### src/sxb_map.vh
// address map and fixed constants of the system crossbar
// assumes includers use these as 32-bit address compares
`ifndef SXB_MAP_VH
`define SXB_MAP_VH
`define SXB_BOOT_LO     32'h0000_0000
`define SXB_BOOT_HI     32'h0000_3FFF
`define SXB_OTP_LO      32'h1000_1800
`define SXB_OTP_HI      32'h1000_1BFF
`define SXB_FLASH_LO    32'h1004_0000
`define SXB_FLASH_HI    32'h1007_FFFF
`define SXB_SRAM_LO     32'h2000_0000
`define SXB_SRAM_HI     32'h2000_FFFF
`define SXB_SRAM_BANK_LSB 14
`define SXB_SRAM_OFS_MASK 32'h0000_3FFF
`define SXB_APB0_LO     32'h4000_0000
`define SXB_APB0_HI     32'h4000_43FF
`define SXB_APB1_LO     32'h4100_0000
`define SXB_APB1_HI     32'h4100_73FF
`define SXB_AHB_PERIPHERAL_PORT_LO     32'h4800_0000
`define SXB_AHB_PERIPHERAL_PORT_HI     32'h4880_03FF
`define SXB_APB2_LO     32'h6000_0000
`define SXB_APB2_HI     32'h6000_1BFF
`define SXB_PPB_LO      32'hE000_0000
`define SXB_PPB_HI      32'hE00F_FFFF
`define SXB_SRAM0_RSV_HI 32'h2000_0017
`define SXB_NSLV        10
`define SXB_S_FLASH     4'h0
`define SXB_S_SRAM0     4'h1
`define SXB_S_APB0      4'h5
`define SXB_S_APB1      4'h6
`define SXB_S_AHB_PERIPHERAL_PORT      4'h7
`define SXB_S_APB2      4'h8
`define SXB_S_DEF       4'h9
`define SXB_HRESP_ERR   1'b1
`define SXB_CLKEN_RST   1'b0
`endif

### src/sxb_decode.v
// address decoder for one master port of the system crossbar
// assumes address is the AHB address phase value
`default_nettype none
`include "sxb_map.vh"
module sxb_decode #(
	parameter [2:0] MASTER = 3'd0
) (
	input  wire [31:0] addr,      // address phase address
	input  wire        bootSram,  // boot alias selects sram0
	output reg  [3:0]  slaveSel,  // selected slave index
	output reg  [31:0] slaveAddr, // address after boot alias
	output reg         privHit    // core private bus hit
);
	reg [3:0] raw;
	always @* begin
		slaveAddr = addr;
		privHit   = 1'b0;
		raw       = `SXB_S_DEF;
		if (addr <= `SXB_BOOT_HI) begin
			// alias only from the cpu; other masters see reserved space
			raw = bootSram ? `SXB_S_SRAM0 : `SXB_S_FLASH;
			slaveAddr = bootSram ? (`SXB_SRAM_LO | addr) : (`SXB_FLASH_LO | addr);
		end else if (addr >= `SXB_OTP_LO && addr <= `SXB_OTP_HI)
			raw = `SXB_S_FLASH;
		else if (addr >= `SXB_FLASH_LO && addr <= `SXB_FLASH_HI)
			raw = `SXB_S_FLASH;
		else if (addr >= `SXB_SRAM_LO && addr <= `SXB_SRAM_HI)
			raw = `SXB_S_SRAM0 + {2'b00, addr[`SXB_SRAM_BANK_LSB+1:`SXB_SRAM_BANK_LSB]};
		else if (addr >= `SXB_APB0_LO && addr <= `SXB_APB0_HI)
			raw = `SXB_S_APB0;
		else if (addr >= `SXB_APB1_LO && addr <= `SXB_APB1_HI)
			raw = `SXB_S_APB1;
		else if (addr >= `SXB_AHB_PERIPHERAL_PORT_LO && addr <= `SXB_AHB_PERIPHERAL_PORT_HI)
			raw = `SXB_S_AHB_PERIPHERAL_PORT;
		else if (addr >= `SXB_APB2_LO && addr <= `SXB_APB2_HI)
			raw = `SXB_S_APB2;
		else if (addr >= `SXB_PPB_LO && addr <= `SXB_PPB_HI)
			privHit = (MASTER == 3'd0);
		slaveSel = raw;
		case (MASTER)
			3'd0: slaveSel = privHit ? `SXB_S_DEF : raw;
			3'd1: if (!(raw == `SXB_S_APB1 || (raw >= `SXB_S_SRAM0 && raw <= 4'h4))
					|| addr <= `SXB_BOOT_HI) slaveSel = `SXB_S_DEF;
			default: if (!(raw == `SXB_S_APB2 || (raw >= `SXB_S_SRAM0 && raw <= 4'h4))
					|| addr <= `SXB_BOOT_HI) slaveSel = `SXB_S_DEF;
		endcase
	end
endmodule
`default_nettype wire

### src/sxb_arbiter.v
// round robin arbiter for one slave port of the system crossbar
// assumes reqs are address phase requests, done is slave hready
`default_nettype none
module sxb_arbiter (
	input  wire       clk,     // system clock
	input  wire       rst,     // async reset, high
	input  wire [2:0] req,     // per master requests
	input  wire       done,    // current transfer completes
	output reg  [2:0] grant,   // one hot grant
	output wire       busy     // data phase in progress
);
	reg [2:0] last_q;
	reg [2:0] owner_q;
	reg [2:0] pick;
	assign busy = |owner_q;
	always @* begin
		pick = 3'b000;
		case (last_q)
			3'b001:  pick = req[1] ? 3'b010 : req[2] ? 3'b100 : req[0] ? 3'b001 : 3'b000;
			3'b010:  pick = req[2] ? 3'b100 : req[0] ? 3'b001 : req[1] ? 3'b010 : 3'b000;
			default: pick = req[0] ? 3'b001 : req[1] ? 3'b010 : req[2] ? 3'b100 : 3'b000;
		endcase
		// hold owner until its data phase ends
		grant = (busy && !done) ? 3'b000 : pick;
	end
	always @(posedge clk or posedge rst) begin
		if (rst) begin
			last_q  <= 3'b100;
			owner_q <= 3'b000;
		end else begin
			if (!busy || done) begin
				owner_q <= pick;
				if (|pick) last_q <= pick;
			end
		end
	end
endmodule
`default_nettype wire

### src/sxb_crossbar.v
// system crossbar: three ahb masters to nine slaves plus default error slave
// assumes ahb-lite masters, single clock, slaves answer with hready/hresp
// Functional notes
// - 32-bit multilayer ahb fabric
// - three masters, nine slave ports
// - round robin among contending masters
// - different slaves proceed concurrently
// - cpu port reaches every slave
// - dma reaches sram banks and apb1 only
// - radio reaches sram banks and apb2 only
// - apb0/apb1 bridges fully synchronous
// - narrow apb writes replicated to 32 bits
// - little endian byte order
// - boot window aliases flash or sram0
// - flash at 0x1004_0000..0x1007_FFFF
// - otp at 0x1000_1800..0x1000_1BFF
// - four 16k sram banks from 0x2000_0000
// - apb0 from 0x4000_0000
// - apb1 from 0x4100_0000 to 0x4100_73FF
// - ahb_peripheral_port from 0x4800_0000 to 0x4880_03FF
// - apb2 from 0x6000_0000 to 0x6000_1BFF
// - private bus region goes to core
// - peripheral clocks off after reset
// - remap 0 flash, 1 sram0
`default_nettype none
`include "sxb_map.vh"
module sxb_crossbar (
	input  wire        clk,         // system clock
	input  wire        rst,         // async reset, high
	input  wire        bootRemap,   // boot alias selection
	input  wire [95:0] mHaddr,      // master addresses, cpu dma radio
	input  wire [5:0]  mHtrans,     // master htrans
	input  wire [2:0]  mHwrite,     // master hwrite
	input  wire [8:0]  mHsize,      // master hsize
	input  wire [95:0] mHwdata,     // master write data
	output reg  [95:0] mHrdata,     // master read data
	output reg  [2:0]  mHready,     // master hready
	output reg  [2:0]  mHresp,      // master hresp
	output wire        privSel,     // cpu private bus select
	output reg  [8:0]  sHsel,       // slave selects
	output reg  [287:0] sHaddr,     // slave addresses
	output reg  [17:0] sHtrans,     // slave htrans
	output reg  [8:0]  sHwrite,     // slave hwrite
	output reg  [26:0] sHsize,      // slave hsize
	output reg  [287:0] sHwdata,    // slave write data
	input  wire [287:0] sHrdata,    // slave read data
	input  wire [8:0]  sHready,     // slave hreadyout
	input  wire [8:0]  sHresp,      // slave hresp
	output wire [8:0]  periphClkEn  // per slave clock enable after reset
);
	wire [11:0] sel;
	wire [95:0] dAddr;
	wire [2:0]  priv;
	reg  [2:0]  reqM [0:9];
	wire [29:0] grantAll;
	wire [9:0]  busyAll;
	reg  [3:0]  dSel_q [0:2];
	reg  [2:0]  dWrite_q;
	reg  [5:0]  dSize_q;
	reg  [2:0]  errPh_q;
	reg  [2:0]  errAct_q;
	reg  [9:0]  slvDone;
	reg  [3:0]  cur;
	reg  [31:0] wd;
	integer     m;
	integer     s;

	// clock enables only for memories after reset
	assign periphClkEn = {4'b0000, 4'b1111, 1'b1};
	assign privSel = priv[0];

	genvar g;
	generate
		for (g = 0; g < 3; g = g + 1) begin : gDec
			sxb_decode #(.MASTER(g)) uDec (
				.addr      (mHaddr[32*g+31:32*g]),
				.bootSram  (bootRemap),
				.slaveSel  (sel[4*g+3:4*g]),
				.slaveAddr (dAddr[32*g+31:32*g]),
				.privHit   (priv[g])
			);
		end
		for (g = 0; g < 10; g = g + 1) begin : gArb
			sxb_arbiter uArb (
				.clk   (clk),
				.rst   (rst),
				.req   (reqM[g]),
				.done  (slvDone[g]),
				.grant (grantAll[3*g+2:3*g]),
				.busy  (busyAll[g])
			);
		end
	endgenerate

	always @* begin
		for (s = 0; s < 10; s = s + 1) begin
			reqM[s] = 3'b000;
			for (m = 0; m < 3; m = m + 1)
				if (mHtrans[2*m+1] && sel[4*m+:4] == s[3:0])
					reqM[s][m] = 1'b1;
			slvDone[s] = (s < 9) ? sHready[s] : 1'b1;
		end
	end

	// address phase routing per slave
	always @* begin
		sHsel   = 9'h000;
		sHaddr  = 288'h0;
		sHtrans = 18'h0_0000;
		sHwrite = 9'h000;
		sHsize  = 27'h000_0000;
		for (s = 0; s < 9; s = s + 1)
			for (m = 0; m < 3; m = m + 1)
				if (grantAll[3*s+m]) begin
					sHsel[s]         = 1'b1;
					sHaddr[32*s+:32] = dAddr[32*m+:32];
					sHtrans[2*s+:2]  = mHtrans[2*m+:2];
					sHwrite[s]       = mHwrite[m];
					sHsize[3*s+:3]   = mHsize[3*m+:3];
				end
	end

	// data phase state per master
	always @(posedge clk or posedge rst) begin
		if (rst) begin
			dSel_q[0] <= `SXB_S_DEF;
			dSel_q[1] <= `SXB_S_DEF;
			dSel_q[2] <= `SXB_S_DEF;
			dWrite_q  <= 3'b000;
			dSize_q   <= 6'h00;
			errPh_q   <= 3'b000;
			errAct_q  <= 3'b000;
		end else begin
			for (m = 0; m < 3; m = m + 1) begin
				if (mHready[m]) begin
					// taken when granted, else stalls next cycle
					if (mHtrans[2*m+1] && grantAll[3*sel[4*m+:4]+m]) begin
						dSel_q[m]      <= sel[4*m+:4];
						dWrite_q[m]    <= mHwrite[m];
						dSize_q[2*m+:2] <= mHsize[3*m+:2];
						// private region is served by the core, not an error
						errAct_q[m]    <= (sel[4*m+:4] == `SXB_S_DEF) && !priv[m];
					end else begin
						dSel_q[m]   <= `SXB_S_DEF;
						errAct_q[m] <= 1'b0;
					end
				end
				// second error cycle follows the stalled first one
				errPh_q[m] <= errAct_q[m] && !errPh_q[m];
			end
		end
	end

	// response mux; default slave issues two cycle error
	always @* begin
		mHrdata = 96'h0;
		mHready = 3'b111;
		mHresp  = 3'b000;
		cur     = 4'h0;
		wd      = 32'h0000_0000;
		for (m = 0; m < 3; m = m + 1) begin
			cur = dSel_q[m];
			if (cur == `SXB_S_DEF) begin
				if (errAct_q[m] && !errPh_q[m]) begin
					mHready[m] = 1'b0;
					mHresp[m]  = `SXB_HRESP_ERR;
				end else if (mHtrans[2*m+1] && !grantAll[3*sel[4*m+:4]+m]
					&& sel[4*m+:4] != `SXB_S_DEF)
					mHready[m] = 1'b0; // stalled behind another owner
			end else begin
				mHrdata[32*m+:32] = sHrdata[32*cur+:32];
				mHready[m]        = sHready[cur];
				mHresp[m]         = sHresp[cur];
			end
		end
		for (m = 0; m < 3; m = m + 1)
			if (errPh_q[m]) begin
				mHresp[m]  = `SXB_HRESP_ERR;
				mHready[m] = 1'b1;
			end
	end

	// write data mux with narrow replication for apb bridges
	always @* begin
		sHwdata = 288'h0;
		for (m = 0; m < 3; m = m + 1) begin
			wd = mHwdata[32*m+:32];
			if (dSel_q[m] == `SXB_S_APB0 || dSel_q[m] == `SXB_S_APB1
				|| dSel_q[m] == `SXB_S_APB2) begin
				// lanes of a narrow write are ORed together and copied to all lanes
				if (dSize_q[2*m+:2] == 2'b00)
					wd = {4{wd[7:0] | wd[15:8] | wd[23:16] | wd[31:24]}};
				else if (dSize_q[2*m+:2] == 2'b01)
					wd = {2{wd[15:0] | wd[31:16]}};
			end
			if (dSel_q[m] != `SXB_S_DEF)
				sHwdata[32*dSel_q[m]+:32] = wd;
		end
	end
endmodule
`default_nettype wire

### config.mk
export PLATFORM = sky130hd
export DESIGN_NAME = sxb_crossbar
export DESIGN_NICKNAME = d
export VERILOG_FILES = /design/src/sxb_decode.v /design/src/sxb_arbiter.v /design/src/sxb_crossbar.v
export VERILOG_INCLUDE_DIRS = /design/src
export SDC_FILE = /design/constraint.sdc
export NUM_CORES = 1
export LEC_CHECK = 0
export BUFFER_PORTS_ARGS = -buffer_cell sky130_fd_sc_hd__buf_2
export CORE_AREA = 2 2 497 499
export DETAILED_ROUTE_END_ITERATION = 10
export DIE_AREA = 0 0 499 501
export PLACE_DENSITY_LB_ADDON = 0.08
export SYNTH_ARGS = -nofsm -noshare
export SYNTH_HDL_FRONTEND = slang
export SYNTH_HIERARCHICAL = 1
export SYNTH_SLANG_ARGS = --single-unit
### constraint.sdc
create_clock -name clk -period 7.9 [get_ports clk]
set_input_delay 1.185 -clock clk [delete_from_list [all_inputs] [get_ports clk]]
set_output_delay 1.185 -clock clk [all_outputs]
set_load 0.01 [all_outputs]
After elaboration in Yosys (flattened, before gate mapping)
Index checks and enable logic that the tools add are counted.

$lt $le $gt $ge: 57. Bitwise operators: 9. Reduce and logical (&&, ||, !) cells: 155. Multipliers: 3. Equal/unequal tests: 66. Add/subtract/negate cells: 8. Muxes and demuxes: 376. Shifts and indexed selects: 9.

Operator list (count): 32-bit 2-to-1 mux (36); 288-bit 2-to-1 mux (3); 32-bit by 34-bit variable shift with 288-bit output (first input constant) (3); 288-bit by 10-bit indexed part select with 32-bit output (3); 288-bit bitwise mux (2); 32-bit by 34-bit indexed part select with 288-bit output (2); 32-bit by 31-bit >= comparator with 1-bit output (second input constant) (12); 32-bit by 31-bit less-or-equal comparator with 1-bit output (second input constant) (12); 3-bit 2-to-1 mux (106); 288-bit AND (1); 32-bit by 34-bit indexed part select with 288-bit output (first input constant) (1); 32-bit by 29-bit >= comparator with 1-bit output (second input constant) (6); 32-bit by 29-bit less-or-equal comparator with 1-bit output (second input constant) (6); 30-bit 2-to-1 mux (6); 1-bit 2-to-1 mux (140); 4-bit 2-to-1 mux (27); 9-bit negator with 34-bit output (3); 32-bit by 30-bit >= comparator with 1-bit output (second input constant) (3); 32-bit by 14-bit less-or-equal comparator with 1-bit output (second input constant) (3); 32-bit by 30-bit less-or-equal comparator with 1-bit output (second input constant) (3); 1-bit logical AND (76); 2-bit 2-to-1 mux (37); 4-bit by 3-bit equality test with 1-bit output (second input constant) (17); 3-bit case mux with 2 select lines (10); other kinds (28) (165).

Bits in registers: 79. Input port bits: 519. Logic and storage cells: 711. Output and inout bits: 751.

Longest topological paths before layout
Depth in word-level cells: 34. Depth in mapped cells: 23. Mapped depth without buffers: 21.

Hierarchy
The synthesis kept the hierarchy.

By module, submodules not included: sxb_crossbar (area an instance 23912.9 µm², cells each 3929, instances 1); sxb_arbiter (area an instance 345.3 µm², cells each 37, instances 10); sxb_decode (gDec[1].uDec) (area an instance 760.7 µm², cells each 102, instances 1); sxb_decode (gDec[2].uDec) (area an instance 666.9 µm², cells each 93, instances 1); sxb_decode (gDec[0].uDec) (area an instance 646.9 µm², cells each 94, instances 1).

Worst setup path after synthesis
No wires, ideal clock.

Path type: input port to output port. Start: in mHaddr[93]. End: out mHready[2]. Path buffers: 1. Slack: 1.446 ns. Data required time: 6.715 ns. Arrival time: 5.269 ns. Stages: 18. Cell sequence: or4b_1 -> nor4_2 -> a22oi_1 -> o32a_1 -> nor3_2 -> a211oi_1 -> inv_1 -> ha_1 -> and3_1 -> a31oi_1 -> o2111ai_1 -> inv_1 -> clkbuf_1 -> mux4_2 -> mux4_2 -> o22ai_1 -> and3_1 -> o21ai_0.

RTL lines: start: declaration (line sxb_crossbar.v:31) `input wire [95:0] mHaddr,`; end: declaration (line sxb_crossbar.v:37) `output reg [2:0] mHready,`.

==> results.json <==
{
  "worst_slew_margin_rel_pct": 4.054,
  "rr_endpoint": "dSize_q[3]",
  "critPathCapture": "mHready[2]",
  "power.total_uw": 2049,
  "layout.nets": 6084,
  "stdcell_area_mm2": 0.03998,
  "ctsLongestPathBuffers": 2,
  "place.gp.congestion": 0.8405,
  "grt_start_max_net_pins": 77,
  "achievable-frequency_mhz": 130.7,
  "worst-endpoint-arrival_ns": 6.46,
  "finalMaxSlewViolations": 0,
  "quantity_of_hold_fixing_buffers_added_after_cts": 0,
  "layout.cells.most_common_list": "sky130_fd_sc_hd__buf_2 (1228), sky130_fd_sc_hd__nand2_1 (858), sky130_fd_sc_hd__nor2_1 (758)",
  "detailed_route_iter0_violations": 3754,
  "hold_path_class": "flip-flop to flip-flop",
  "viasPerCell": 4.579,
  "synthFlopType": "sky130_fd_sc_hd__dfrtp_1",
  "rows": 182,
  "synth.yosys.seq_area_share_pct": 7.038,
  "grt_usage_pct": 20.61,
  "via_count": 40260,
  "layout_commonest_cell": "sky130_fd_sc_hd__buf_2",
  "outcome": "finished clean",
  "clock_sink_count": 82,
  "htree_num_levels": 3,
  "r2r_slack_ns": 4.45,
  "post_route_drc": 0,
  "cp-startpoint": "mHaddr[38]",
  "coreArea_mm2": 0.2448,
  "grt_first_pass_wirelength_um": 361800,
  "insertion_delay_ns": 0.38,
  "vdd_ir_drop_max_mv": 0.09918,
  "tightestPinTransition_ns": 1.436,
  "post-route-worst-setup-slack_ns": 0.2504,
  "fin_worst_skew_ns": 0.01603,
  "grt_pass1_vias": 39220,
  "post-route-period-util_pct": 96.83,
  "netlist_area_before_placement_mm2": 0.02944,
  "launching_element_type_of_the_critical_path": "primary input",
  "hold_viol_final": 0,
  "yosysWarnings": 6,
  "placement.cell_area_mm2": 0.03947,
  "grt_antenna_before_repair": 123,
  "fp.dieArea_mm2": 0.2500,
  "p_per_area_mw_per_mm2": 51.24,
  "synth_cells": 4588,
  "die_y_um": 501,
  "detail_route.first_pass.iterations": 6,
  "post-place-ws_ns": -0.01745,
  "root_buffer": "sky130_fd_sc_hd__clkbuf_16",
  "area_growth_pct": 35.81,
  "initial_utilization_pct": 12.03,
  "routed_antenna_nets": 0,
  "synth_async_sr_flop_share_pct": 100.0,
  "ioPinCount": 1270,
  "synth.distinct_cells": 92,
  "setup_violations": 0,
  "cp_max_fo": 10,
  "syn-mean-instance-area_um2": 6.417,
  "grt_remaining_overflow": 0,
  "detailed_place_hpwl_um": 205500,
  "crit_end_element": "output pin",
  "cts_tree": "built",
  "max-cap-violations": 0,
  "synth_edf_count": 0,
  "r2r_start": "gArb[8].uArb/last_q[2]",
  "static-leakage-power_uw": 0.01755,
  "total_of_flip_flops_plus_latches_after_synthesis": 82,
  "rr_worst_depth": 11,
  "numCtsBuffers": 9,
  "final_layout_size_suffix_gt1_share_pct": 34.69,
  "critPathRequiredTime_ns": 6.71,
  "port_buffers": 1228,
  "period_minus_slack_ns": 7.650,
  "drt-total-wl_um": 270500,
  "layout.core_utilization_pct": 16.33,
  "cts.reportedPaths.clkPinSlew_ns": 0.06,
  "die_width_um": 499,
  "path_class": "primary input to output pin",
  "wire_per_inst_um": 30.77
}
## worst max-delay path, cell delays in order
cell and delay, ns:
sky130_fd_sc_hd__buf_2 0.25, sky130_fd_sc_hd__nand4_1 0.20, sky130_fd_sc_hd__nor3_1 0.42, sky130_fd_sc_hd__buf_4 0.22
sky130_fd_sc_hd__a41o_1 0.23, sky130_fd_sc_hd__a221o_1 0.21, sky130_fd_sc_hd__o22ai_2 0.10, sky130_fd_sc_hd__o2bb2ai_1 0.14
sky130_fd_sc_hd__buf_4 0.16, sky130_fd_sc_hd__inv_1 0.23, sky130_fd_sc_hd__ha_1 0.31, sky130_fd_sc_hd__and3_1 0.30
sky130_fd_sc_hd__o21bai_1 0.10, sky130_fd_sc_hd__mux2_4 0.28, sky130_fd_sc_hd__o21bai_4 0.15, sky130_fd_sc_hd__inv_2 0.06
sky130_fd_sc_hd__mux4_2 0.47, sky130_fd_sc_hd__mux4_2 0.47, sky130_fd_sc_hd__o22ai_1 0.22, sky130_fd_sc_hd__buf_4 0.16
sky130_fd_sc_hd__and3_1 0.14, sky130_fd_sc_hd__o21ai_0 0.08, sky130_fd_sc_hd__buf_4 0.21, sky130_fd_sc_hd__buf_2 0.15
## cell type report
type | count | area (um^2)
Antenna cell | 58 | 145.1
Clock buffer | 13 | 270.3
Clock inverter | 2 | 60.06
Fill cell | 28600 | 204800
Inverter | 130 | 506.7
Multi-Input combinational cell | 3776 | 24410
Sequential cell | 82 | 2103
Tap cell | 3220 | 4029
Timing Repair Buffer | 1511 | 8458
## what timing repair did
| action | CTS | global route |
|---|---|---|
| endpoints found under the setup margin | 2 | 3 |
| buffers inserted | 0 | 1 |
| resized for setup | 1 | 8 |
| pin swaps | 0 | 1 |
## worst min path at each step
stage / end / startpoint / cells after the start / slack [ns]
global route: errPh_q[2] / errPh_q[2] / 1 / 0.50
global placement: errPh_q[2] / errPh_q[2] / 1 / 0.46
finish: errPh_q[1] / errPh_q[1] / 1 / 0.48
detailed placement: errPh_q[2] / errPh_q[2] / 1 / 0.46
floorplan: errPh_q[1] / errPh_q[1] / 1 / 0.43
CTS: errPh_q[2] / errPh_q[2] / 1 / 0.48
## per-layer routing
metal	vias to the layer above	global-route usage, %	wire length [um]
li1	18120	-	-
met1	19930	25.15	111000
met2	1855	35.24	129700
met3	317	5.440	21350
met4	38	6.088	8171
met5	-	0	237
## power by group
part           internal [uW]  total (uW)  leakage (uW)  switching [uW]
Sequential               458         510       0.00106            52.4
Clock                    301         495      0.000162             193
Combinational            403        1040        0.0163             641
## kinds of logic (layout without fill, tap and decap cells)
logic type                 Yosys count  count (layout)  synth area share (%)
muxes                              294             294                 19.79
adders and majority gates           55              55                 2.414
other                                4              74               0.05098
DFF                                 82              82                 7.038
xor gates and xnor gates            15              15                0.4463
AOI/OAI and AO/OA                 1439            1439                 30.88
and+or+nand+nor                   1957            1957                 28.45
buffers and inverters              742            1656                 10.93
## flip-flops by register name, summed over array words and instances (netlist names)
signal / cells
cur: 4
dSel_q: 8
dSize_q: 4
errAct_q: 3
errPh_q: 3
gArb.uArb/last_q: 30
gArb.uArb/owner_q: 30
## per-stage QoR
step | std cells | hold slack [ns] | setup TNS, ns
after floorplan | 4600 | 0.4286 | 0
after global placement | 8718 | 0.4644 | -0.003796
after detailed placement | 8718 | 0.4623 | -0.02159
after CTS | 8733 | 0.4779 | 0
after global routing | 8764 | 0.4967 | -0.002462
final | 8792 | 0.4808 | 0
## cell usage after synthesis (12+ instances only)
master	instances	area [um^2]
sky130_fd_sc_hd__a21oi_1	351	1757
sky130_fd_sc_hd__a221oi_1	35	306.5
sky130_fd_sc_hd__a22oi_1	361	2710
sky130_fd_sc_hd__a31o_1	20	175.2
sky130_fd_sc_hd__a31oi_1	49	306.5
sky130_fd_sc_hd__a32oi_1	36	315.3
sky130_fd_sc_hd__and3_1	42	262.8
sky130_fd_sc_hd__buf_1	60	225.2
sky130_fd_sc_hd__buf_2	46	230.2
sky130_fd_sc_hd__buf_4	98	735.7
sky130_fd_sc_hd__clkbuf_1	407	1528
sky130_fd_sc_hd__dfrtp_1	66	1652
sky130_fd_sc_hd__dfstp_2	16	420.4
sky130_fd_sc_hd__ha_1	52	650.6
sky130_fd_sc_hd__inv_1	118	442.9
sky130_fd_sc_hd__inv_2	12	45.04
sky130_fd_sc_hd__mux2_4	12	180.2
sky130_fd_sc_hd__mux2i_1	48	480.5
sky130_fd_sc_hd__mux4_2	218	4910
sky130_fd_sc_hd__nand2_1	859	3224
sky130_fd_sc_hd__nand2b_1	65	406.6
sky130_fd_sc_hd__nand3_1	19	95.09
sky130_fd_sc_hd__nand4_1	15	93.84
sky130_fd_sc_hd__nor2_1	769	2887
sky130_fd_sc_hd__nor2b_1	55	344.1
sky130_fd_sc_hd__nor3_1	33	165.2
sky130_fd_sc_hd__o2111ai_1	14	122.6
sky130_fd_sc_hd__o21ai_0	414	2072
sky130_fd_sc_hd__o21ai_1	24	120.1
sky130_fd_sc_hd__o21bai_1	63	473.0
sky130_fd_sc_hd__or3_1	18	112.6
sky130_fd_sc_hd__xnor2_1	14	122.6
No activity file was read; power rests on OpenSTA's default activity.
